File: config.mk
export PLATFORM = sky130hd
export DESIGN_NAME = tape_carriage_skip_control
export DESIGN_NICKNAME = d
export VERILOG_FILES = /design/src/carriage_pkg.sv /design/src/skip_clear_sequencer.sv /design/src/carriage_reg_port.sv /design/src/tape_carriage_skip_control.sv
export SDC_FILE = /design/constraint.sdc
export NUM_CORES = 1
export LEC_CHECK = 0
export BUFFER_PORTS_ARGS = -buffer_cell sky130_fd_sc_hd__buf_2
export CORE_ASPECT_RATIO = 0.7
export CORE_MARGIN = 2
export CORE_UTILIZATION = 35
export CTS_CLUSTER_DIAMETER = 150
export CTS_CLUSTER_SIZE = 28
export DETAILED_ROUTE_END_ITERATION = 16
export MAX_ROUTING_LAYER = met4
export PLACE_DENSITY = 0.7
export SYNTH_ARGS = -nofsm -noshare
export SYNTH_HDL_FRONTEND = slang
export SYNTH_HIERARCHICAL = 1
export SYNTH_SLANG_ARGS = --single-unit
File: constraint.sdc
create_clock -name clk -period 5 [get_ports clk]
set_clock_uncertainty 0.05 [all_clocks]
set_input_delay 1.5 -clock clk [delete_from_list [all_inputs] [get_ports clk]]
set_output_delay 1.5 -clock clk [all_outputs]
set_load 0.01 [all_outputs]
File: src/carriage_pkg.sv
// shared constants and types for the tape carriage skip control
package carriage_pkg;

  // register byte offsets on the bus
  localparam logic [7:0] CTRL_OFFSET   = 8'h00;
  localparam logic [7:0] STATUS_OFFSET = 8'h04;

  // control register fields
  localparam int CTRL_NONIND_BIT  = 0;
  localparam int CTRL_HEADING_BIT = 1;
  localparam int CTRL_SKIP5_BIT   = 2;
  localparam logic [2:0] CTRL_RESET = 3'h0;

  // status register width, bit order given where it is packed
  localparam int STATUS_W = 16;

  // tape channel index into the brush vector (channel n sits at n-1)
  localparam int CH_FIRST_LINE = 0;
  localparam int CH_FIRST_BODY = 1;
  localparam int CH_TOTAL_LINE = 4;
  localparam int CH_OVERFLOW   = 11;
  localparam int CHANNELS      = 12;

  // bus encodings
  localparam logic [1:0] HTRANS_NONSEQ = 2'h2;
  localparam logic       HRESP_OKAY    = 1'h0;

  // steps of the skip-stop clear sequence
  typedef enum logic [2:0] {
    SEQ_IDLE,
    SEQ_DROP_LATCH,
    SEQ_DROP_CLUTCH,
    SEQ_DROP_RUN,
    SEQ_DROP_STOPS,
    SEQ_SET_RELEASE,
    SEQ_DROP_HOLD
  } clear_state_t;

endpackage

File: src/skip_clear_sequencer.sv
// steps the ordered release of relays after a skip stop
`timescale 1ns/1ps
module skip_clear_sequencer
  import carriage_pkg::*;
(
  input  wire logic clk,
  input  wire logic reset,
  input  wire logic start,
  output logic      step_drop_run,
  output logic      step_drop_stops,
  output logic      step_set_release,
  output logic      step_drop_hold
);

  clear_state_t state;

  // one step per clock; a start while busy is ignored, stop relays are locked anyway
  always_ff @(posedge clk) begin
    if (reset) begin
      state <= SEQ_IDLE;
    end else begin
      case (state)
        SEQ_IDLE:        state <= start ? SEQ_DROP_LATCH : SEQ_IDLE;
        SEQ_DROP_LATCH:  state <= SEQ_DROP_CLUTCH;
        SEQ_DROP_CLUTCH: state <= SEQ_DROP_RUN;
        SEQ_DROP_RUN:    state <= SEQ_DROP_STOPS;
        SEQ_DROP_STOPS:  state <= SEQ_SET_RELEASE;
        SEQ_SET_RELEASE: state <= SEQ_DROP_HOLD;
        default:         state <= SEQ_IDLE;
      endcase
    end
  end

  // step strobes decoded from the state
  assign step_drop_run    = (state == SEQ_DROP_RUN);
  assign step_drop_stops  = (state == SEQ_DROP_STOPS);
  assign step_set_release = (state == SEQ_SET_RELEASE);
  assign step_drop_hold   = (state == SEQ_DROP_HOLD);

endmodule

File: src/carriage_reg_port.sv
// AHB-Lite slave holding the control and status registers
`timescale 1ns/1ps
module carriage_reg_port
  import carriage_pkg::*;
(
  input  wire logic                clk,
  input  wire logic                reset,
  input  wire logic                hsel,
  input  wire logic [31:0]         haddr,
  input  wire logic [1:0]          htrans,
  input  wire logic                hwrite,
  input  wire logic [2:0]          hsize,
  input  wire logic [31:0]         hwdata,
  input  wire logic                hready,
  input  wire logic [STATUS_W-1:0] status,
  output logic      [31:0]         hrdata,
  output logic                     hreadyout,
  output logic                     hresp,
  output logic      [2:0]          ctrl
);

  logic access;
  logic wr_pending;
  logic [7:0] wr_addr;

  // only transfers of a word are decoded; other sizes still answer OKAY
  assign access = hsel & hready & (htrans == HTRANS_NONSEQ) & (hsize == 3'h2);

  // address phase: latch a write, or fetch read data so it stands in the data phase
  always_ff @(posedge clk) begin
    if (reset) begin
      wr_pending <= 1'b0;
      wr_addr    <= 8'h00;
      hrdata     <= 32'h0;
    end else begin
      wr_pending <= access & hwrite;
      wr_addr    <= haddr[7:0];
      if (access & ~hwrite) begin
        case (haddr[7:0])
          CTRL_OFFSET:   hrdata <= {29'h0, ctrl};
          STATUS_OFFSET: hrdata <= {{(32 - STATUS_W){1'b0}}, status};
          default:       hrdata <= 32'h0;
        endcase
      end
    end
  end

  // data phase of a write; unmapped writes are dropped
  always_ff @(posedge clk) begin
    if (reset) begin
      ctrl <= CTRL_RESET;
    end else if (wr_pending && wr_addr == CTRL_OFFSET) begin
      ctrl <= hwdata[2:0];
    end
  end

  // zero wait states, always OKAY
  always_ff @(posedge clk) begin
    if (reset) begin
      hreadyout <= 1'b0;
      hresp     <= HRESP_OKAY;
    end else begin
      hreadyout <= 1'b1;
      hresp     <= HRESP_OKAY;
    end
  end

endmodule

File: src/tape_carriage_skip_control.sv
// tape-controlled carriage skip, overflow and heading control logic
//
// Implementation choices: the address map and the AHB-Lite register port.
`timescale 1ns/1ps
//
// Summary of operation
// - channel 12 hole sets overflow sensed latches
// - pending sets at PM5 while a line lists
// - non-indicate sets at CB71 and CB22 if wired
// - non-indicate sets skip-to-1 and all-skips
// - all-skips sets run at CB34, drops release
// - overflow skip clutches at low speed
// - all-skips blocks the direct timing stop
// - channel 1 hole sets stop relays
// - stop clears latches in fixed order
// - program level 1 sets skip-to-total request
// - skip-to-total sets all-skips and brush block
// - high speed: clutch after interposer confirms
// - brush block ignores channels 1 and 2
// - all-skips inhibits printing, machine idles
// - channel 5 hole stops total-line skip
// - first card minor starts skip-to-1
// - skip-to-1 ignores all other channels
// - no overflow during any skip
// - heading cards print, programming suspended
// - heading: auto skip to 2, overflow to 2
// - with other order, pass 1 then stop
module tape_carriage_skip_control
  import carriage_pkg::*;
(
  input  wire logic                clk,
  input  wire logic                reset,
  input  wire logic                hsel,
  input  wire logic [31:0]         haddr,
  input  wire logic [1:0]          htrans,
  input  wire logic                hwrite,
  input  wire logic [2:0]          hsize,
  input  wire logic [31:0]         hwdata,
  input  wire logic                hready,
  output logic      [31:0]         hrdata,
  output logic                     hreadyout,
  output logic                     hresp,
  input  wire logic                carriage_cb,
  input  wire logic [CHANNELS-1:0] channel_hole,
  input  wire logic                cb22,
  input  wire logic                cb33,
  input  wire logic                cb34,
  input  wire logic                cb71,
  input  wire logic                pm5,
  input  wire logic                pm10,
  input  wire logic                line_listing,
  input  wire logic                program_level_1,
  input  wire logic                early_program_window,
  input  wire logic                first_body_minor_hub,
  input  wire logic                heading_card,
  input  wire logic                last_heading_done,
  input  wire logic                interposer_shifted,
  output logic                     clutch_magnet,
  output logic                     interposer_magnet,
  output logic                     print_drive_enable,
  output logic                     idle_cycle_request,
  output logic                     force_heading_list,
  output logic                     program_suspend
);

  logic [2:0] ctrl;
  logic nonind_cfg;
  logic heading_ctl;
  logic skip5_cfg;
  logic overflow_sensed_latch;
  logic overflow_companion_latch;
  logic overflow_pending_latch;
  logic overflow_nonindicate_ctl;
  logic skip_first_line_req;
  logic skip_first_body_req;
  logic skip_total_line_req;
  logic past_first_line;
  logic all_skips_latch;
  logic brush_block_latch;
  logic carriage_run_latch;
  logic stop_release_latch;
  logic high_speed_stop_a;
  logic high_speed_stop_b;
  logic stop_hold_relay;
  logic skip_clear_relay;
  logic sense_overflow;
  logic set_run;
  logic [CHANNELS-1:0] live_hole;
  logic other_order;
  logic stop_first;
  logic stop_body;
  logic stop_total;
  logic stop_direct;
  logic stop_pick;
  logic step_drop_run;
  logic step_drop_stops;
  logic step_set_release;
  logic step_drop_hold;
  logic [STATUS_W-1:0] status;

  assign nonind_cfg  = ctrl[CTRL_NONIND_BIT];
  assign heading_ctl = ctrl[CTRL_HEADING_BIT];
  assign skip5_cfg   = ctrl[CTRL_SKIP5_BIT];

  // status bits, msb first
  assign status = {past_first_line, skip_clear_relay, stop_hold_relay, high_speed_stop_b,
                   high_speed_stop_a, stop_release_latch, carriage_run_latch,
                   brush_block_latch, all_skips_latch, skip_total_line_req,
                   skip_first_body_req, skip_first_line_req, overflow_nonindicate_ctl,
                   overflow_pending_latch, overflow_companion_latch, overflow_sensed_latch};

  carriage_reg_port u_regs (
    .clk       (clk),
    .reset     (reset),
    .hsel      (hsel),
    .haddr     (haddr),
    .htrans    (htrans),
    .hwrite    (hwrite),
    .hsize     (hsize),
    .hwdata    (hwdata),
    .hready    (hready),
    .status    (status),
    .hrdata    (hrdata),
    .hreadyout (hreadyout),
    .hresp     (hresp),
    .ctrl      (ctrl)
  );

  skip_clear_sequencer u_seq (
    .clk              (clk),
    .reset            (reset),
    .start            (stop_pick),
    .step_drop_run    (step_drop_run),
    .step_drop_stops  (step_drop_stops),
    .step_set_release (step_set_release),
    .step_drop_hold   (step_drop_hold)
  );

  // a passing channel 12 hole counts only outside skips
  assign sense_overflow = carriage_cb & channel_hole[CH_OVERFLOW] & ~all_skips_latch;

  // overflow sensed and companion latches
  always_ff @(posedge clk) begin
    if (reset) begin
      overflow_sensed_latch    <= 1'b0;
      overflow_companion_latch <= 1'b0;
    end else if (sense_overflow) begin
      overflow_sensed_latch    <= 1'b1;
      overflow_companion_latch <= 1'b1;
    end else if (skip_clear_relay) begin
      overflow_sensed_latch    <= 1'b0;
      overflow_companion_latch <= 1'b0;
    end
  end

  // overflow pending, taken when the last line lists
  always_ff @(posedge clk) begin
    if (reset) begin
      overflow_pending_latch <= 1'b0;
    end else if (overflow_sensed_latch & line_listing & pm5) begin
      overflow_pending_latch <= 1'b1;
    end else if (skip_clear_relay) begin
      overflow_pending_latch <= 1'b0;
    end
  end

  // non-indicate control needs the output wired to the non-indicate input
  always_ff @(posedge clk) begin
    if (reset) begin
      overflow_nonindicate_ctl <= 1'b0;
    end else if (overflow_pending_latch & nonind_cfg & cb71 & cb22) begin
      overflow_nonindicate_ctl <= 1'b1;
    end else if (skip_clear_relay) begin
      overflow_nonindicate_ctl <= 1'b0;
    end
  end

  // skip-to-first-line: from overflow, or from the first card minor impulse
  always_ff @(posedge clk) begin
    if (reset) begin
      skip_first_line_req <= 1'b0;
    end else if ((overflow_nonindicate_ctl & pm10) | first_body_minor_hub) begin
      skip_first_line_req <= 1'b1;
    end else if (skip_clear_relay) begin
      skip_first_line_req <= 1'b0;
    end
  end

  // skip-to-first-body: overflow under heading control, or after last heading
  always_ff @(posedge clk) begin
    if (reset) begin
      skip_first_body_req <= 1'b0;
    end else if (heading_ctl & pm10 & (overflow_nonindicate_ctl | last_heading_done)) begin
      skip_first_body_req <= 1'b1;
    end else if (skip_clear_relay) begin
      skip_first_body_req <= 1'b0;
    end
  end

  // skip-to-total from program level 1 in the early window
  always_ff @(posedge clk) begin
    if (reset) begin
      skip_total_line_req <= 1'b0;
    end else if (skip5_cfg & program_level_1 & early_program_window) begin
      skip_total_line_req <= 1'b1;
    end else if (skip_clear_relay) begin
      skip_total_line_req <= 1'b0;
    end
  end

  // all-skips latch picks at CB33 from any skip order
  always_ff @(posedge clk) begin
    if (reset) begin
      all_skips_latch <= 1'b0;
    end else if (cb33 & (overflow_nonindicate_ctl | skip_first_line_req |
                         skip_first_body_req | skip_total_line_req)) begin
      all_skips_latch <= 1'b1;
    end else if (skip_clear_relay) begin
      all_skips_latch <= 1'b0;
    end
  end

  // brush block rides with the total-line skip
  always_ff @(posedge clk) begin
    if (reset) begin
      brush_block_latch <= 1'b0;
    end else if (cb33 & skip_total_line_req) begin
      brush_block_latch <= 1'b1;
    end else if (skip_clear_relay) begin
      brush_block_latch <= 1'b0;
    end
  end

  assign other_order = skip_first_body_req | skip_total_line_req;

  // channel 1 passed on the way to another stop
  always_ff @(posedge clk) begin
    if (reset) begin
      past_first_line <= 1'b0;
    end else if (carriage_run_latch & carriage_cb & skip_first_line_req & other_order &
                 live_hole[CH_FIRST_LINE]) begin
      past_first_line <= 1'b1;
    end else if (skip_clear_relay) begin
      past_first_line <= 1'b0;
    end
  end

  // run latch at CB34; its pick drops the stop-release latch
  assign set_run = all_skips_latch & cb34 & ~skip_clear_relay;

  always_ff @(posedge clk) begin
    if (reset) begin
      carriage_run_latch <= 1'b0;
    end else if (set_run) begin
      carriage_run_latch <= 1'b1;
    end else if (step_drop_run) begin
      carriage_run_latch <= 1'b0;
    end
  end

  // release latch rests picked so the stop relays can hold later
  always_ff @(posedge clk) begin
    if (reset) begin
      stop_release_latch <= 1'b1;
    end else if (set_run) begin
      stop_release_latch <= 1'b0;
    end else if (step_set_release) begin
      stop_release_latch <= 1'b1;
    end
  end

  // brushes 1 and 2 are dead while the brush block is set
  genvar ch;
  generate
    for (ch = 0; ch < CHANNELS; ch++) begin : g_hole
      if (ch == CH_FIRST_LINE || ch == CH_FIRST_BODY) begin : g_blk
        assign live_hole[ch] = channel_hole[ch] & ~brush_block_latch;
      end else begin : g_pass
        assign live_hole[ch] = channel_hole[ch];
      end
    end
  endgenerate

  // stop selection; skip-to-1 alone hears only channel 1
  assign stop_first  = skip_first_line_req & ~other_order & live_hole[CH_FIRST_LINE];
  assign stop_body   = skip_first_body_req & (~skip_first_line_req | past_first_line) &
                       live_hole[CH_FIRST_BODY];
  assign stop_total  = skip_total_line_req & (~skip_first_line_req | past_first_line) &
                       live_hole[CH_TOTAL_LINE];
  assign stop_direct = ~all_skips_latch;
  assign stop_pick   = carriage_cb & carriage_run_latch & ~high_speed_stop_a &
                       (stop_direct | stop_first | stop_body | stop_total);

  // stop relays, stop-hold and skip-clear pick together
  always_ff @(posedge clk) begin
    if (reset) begin
      high_speed_stop_a <= 1'b0;
      high_speed_stop_b <= 1'b0;
    end else if (stop_pick) begin
      high_speed_stop_a <= 1'b1;
      high_speed_stop_b <= 1'b1;
    end else if (step_drop_stops) begin
      high_speed_stop_a <= 1'b0;
      high_speed_stop_b <= 1'b0;
    end
  end

  // stop-hold and skip-clear drop one step after the release latch comes back
  always_ff @(posedge clk) begin
    if (reset) begin
      stop_hold_relay  <= 1'b0;
      skip_clear_relay <= 1'b0;
    end else if (stop_pick) begin
      stop_hold_relay  <= 1'b1;
      skip_clear_relay <= 1'b1;
    end else if (step_drop_hold) begin
      stop_hold_relay  <= 1'b0;
      skip_clear_relay <= 1'b0;
    end
  end

  // overflow skip runs at low speed; others shift the interposer first
  always_ff @(posedge clk) begin
    if (reset) begin
      interposer_magnet <= 1'b0;
      clutch_magnet     <= 1'b0;
    end else begin
      interposer_magnet <= all_skips_latch & carriage_run_latch & ~overflow_companion_latch &
                           ~high_speed_stop_a;
      clutch_magnet     <= all_skips_latch & carriage_run_latch & ~high_speed_stop_a &
                           (overflow_companion_latch |
                            (interposer_magnet & interposer_shifted));
    end
  end

  // printing held off for the whole skip so nothing prints in flight
  always_ff @(posedge clk) begin
    if (reset) begin
      print_drive_enable <= 1'b0;
      idle_cycle_request <= 1'b0;
    end else begin
      print_drive_enable <= ~all_skips_latch;
      idle_cycle_request <= all_skips_latch;
    end
  end

  // heading cards list and hold programming off only while heading control is set
  always_ff @(posedge clk) begin
    if (reset) begin
      force_heading_list <= 1'b0;
      program_suspend    <= 1'b0;
    end else begin
      force_heading_list <= heading_ctl & heading_card;
      program_suspend    <= heading_ctl & heading_card;
    end
  end
endmodule

==> run_results.csv <==
group,metric,value,unit
drt,drt-initial-drc-count,79,
sta,period_needed,3190,ps
sta,tightest_slew,912,ps
synth,synth_area_per_cell,9.29,µm²
worst_setup_path,crit_path_start_kind,"input port",
sta,slew_headroom,38.8,%
synth,synth_compound_area_share,13.2,%
min_path,hp-class,"reg -> reg",
worst_setup_path,cp_max_fo,16,
power,fin_total_pwr,0.735,mW
floorplan,die_area,6390,µm²
cts,cts_tree,"built",
power,powerDensity,305,nW/µm²
global_route,grt_overflow,0,
worst_setup_path,end_kind,"register",
final_layout,fill_cells,592,
drt,ant_nets,0,
sta,setup_viol,0,
synth,synth-simple-area-share,26.0,%
power,p_leak,1.04,nW
sta,rsz0062_at_grt,"false",
cts,worstSkewPairLatency,300,ps
global_route,grt_max_degree,46,
cts,h-tree-depth,2,
floorplan,start_util,35.7,%
synth,synth_edf_count,0,
floorplan,die_y,67.5,µm
synth,synthMuxAreaShare,1.49,%
cts,cts-resized-gates,0,
final_layout,final_core_util,42.8,%
cts,cts_setup_buffers,0,
placed_design,portBuffers,61,
worst_setup_path,crit_required,5140,ps
global_route,groute.usage.overall,15.4,%
drt,drtPass1Iterations,4,
floorplan,num_rows,23,
final_layout,final_common_cell,"buf_2",
cts,clock-sinks,50,
power,vdd_drop_max,0.113,mV
flow_run,max_cap_viol_count,0,
placed_design,place_congestion,0.745,
final_layout,areaGrowthSynthToFinish,19.7,%
drt,detail_route.wl_per_cell,13.0,µm
sta,fmax,314,MHz
final_layout,drive_gt1_share,27.8,%
synth,synthXorXnorAreaFrac,0,%
synth,synth_async_sr_flop_share,0,%
sta,fin_crit_sh,63.7,%
synth,ys_ff_latch,50,
cts,ctsRootBufferMaster,"clkbuf_8",
global_route,grt_pass1_vias,1535,
sta,hold_viol,0,
final_layout,layout_common_cells,"61 x buf_2, 50 x dfxtp_1, 22 x nand2_1",
global_route,grt_pass1_wl,7300,µm
worst_setup_path,path_class,"in -> reg",
drt,dr_total_vias,1669,
cts,cts_buffers,5,
floorplan,coreArea,5640,µm²
drt,via_per_inst,4.74,
floorplan,dieWidth,94.7,µm
worst_setup_path,cp.arrival,3320,ps
drt,wirelength,4580,µm
global_route,antenna_found_initial,0,
cts,hold_buffers,0,
synth,yosysWarnings,6,
sta,setup_tns,0,ps
placed_design,dp_hpwl,3290,µm
synth,ys_types,45,
drt,drc,0,
synth,synth_top_family_by_area,"simple AND/OR/NAND/NOR gates",
final_layout,final_nets,376,
synth,synthCells,217,
sta,slew_viol_final,0,
floorplan,pin_count,140,
synth,ys.flop_type,"dfxtp_1",
cts,path_clk_slew,90,ps
synth,ys_seq_area_share,49.7,%
synth,synth.cell_area,2020,µm²
synth,synth_adder_area_share,0,%
cts,clockBufferDepth,2,
final_layout,num_antenna_cells,0,
status,status,"finished, final reports clean",
registers in the layout (all words and copies together), names as in the netlist, 3 cells and up:
signal          count
u_regs/wr_addr      8
u_regs/hrdata      16
u_regs/ctrl         3
u_seq/state         3
worst max-delay path, cell delays in order:
cell,delay (ps)
buf_2,100
nor4bb_1,460
or4b_1,790
a221oi_1,380
nor2_1,100
cell usage after synthesis (2+ instances only):
master | n | area [µm²]
nand3_1 | 13 | 65.1
a32oi_1 | 2 | 17.5
nand4b_1 | 2 | 17.5
nand2_1 | 22 | 82.6
nor2b_1 | 7 | 43.8
dfxtp_1 | 50 | 1000
a21oi_1 | 21 | 105
or4b_1 | 2 | 20.0
nand2b_1 | 5 | 31.3
nor2_1 | 19 | 71.3
inv_1 | 4 | 15.0
buf_2 | 3 | 15.0
a21o_1 | 2 | 15.0
o21ai_1 | 3 | 15.0
mux2i_1 | 3 | 30.0
a221oi_1 | 4 | 35.0
nand3b_1 | 6 | 45.0
a41oi_1 | 2 | 17.5
clkbuf_1 | 3 | 11.3
nor3_1 | 2 | 10.0
buf_4 | 18 | 135
path summary, 6_finish.rpt:
path	from	endpoint	slack, ps	depth (start not counted)
max	hsize[0]	u_regs/hrdata[2]$_SDFFE_PP0P_	1810	5
min	u_regs/hrdata[10]$_SDFFE_PP0P_	u_regs/hrdata[10]$_SDFFE_PP0P_	400	2
max reg2reg	skip_total_line_req$_SDFFE_PP0P_	u_seq/state[0]$_SDFF_PP0_	3540	5
min reg2reg	u_regs/hrdata[10]$_SDFFE_PP0P_	u_regs/hrdata[10]$_SDFFE_PP0P_	400	2
kinds of logic after synthesis:
family	count (synthesis)
simple gates	91
flops	50
compound gates	42
buf+inv	30
mux	3
other cells	1
final cells by class:
class                   instances  area (µm²)  area share (%)
flip-flops and latches         50        1000            41.5
well taps                      75        93.8            3.89
repair buffers                 61         305            12.7
multi-input cells             153         883            36.6
inverters                       5        18.8           0.778
clock buffers                   8         110            4.56
report_power, final:
part | total (mW) | switching [mW] | internal (mW)
combinational | 0.0489 | 0.0279 | 0.0210
clock | 0.272 | 0.132 | 0.140
sequential | 0.414 | 0.00733 | 0.407
total | 0.735 | 0.167 | 0.568
per-stage QoR:
stage,hold WS [ps],setup WS (ps),cell area [µm²],cells
global placement,388,1580,2300,344
finish,404,1810,2410,352
CTS,404,1790,2410,352
detailed placement,392,1460,2300,344
global route,427,1660,2410,352
floorplan,385,2090,2080,233
per-layer routing:
layer	GRT usage (%)	share of wire (%)	wire length, µm
met4	4.89	0.94	43
met2	23.0	45	2040
met5	-	0	0
met3	3.68	5.1	232
met1	20.7	49	2270
No activity file was read; power rests on OpenSTA's default activity.
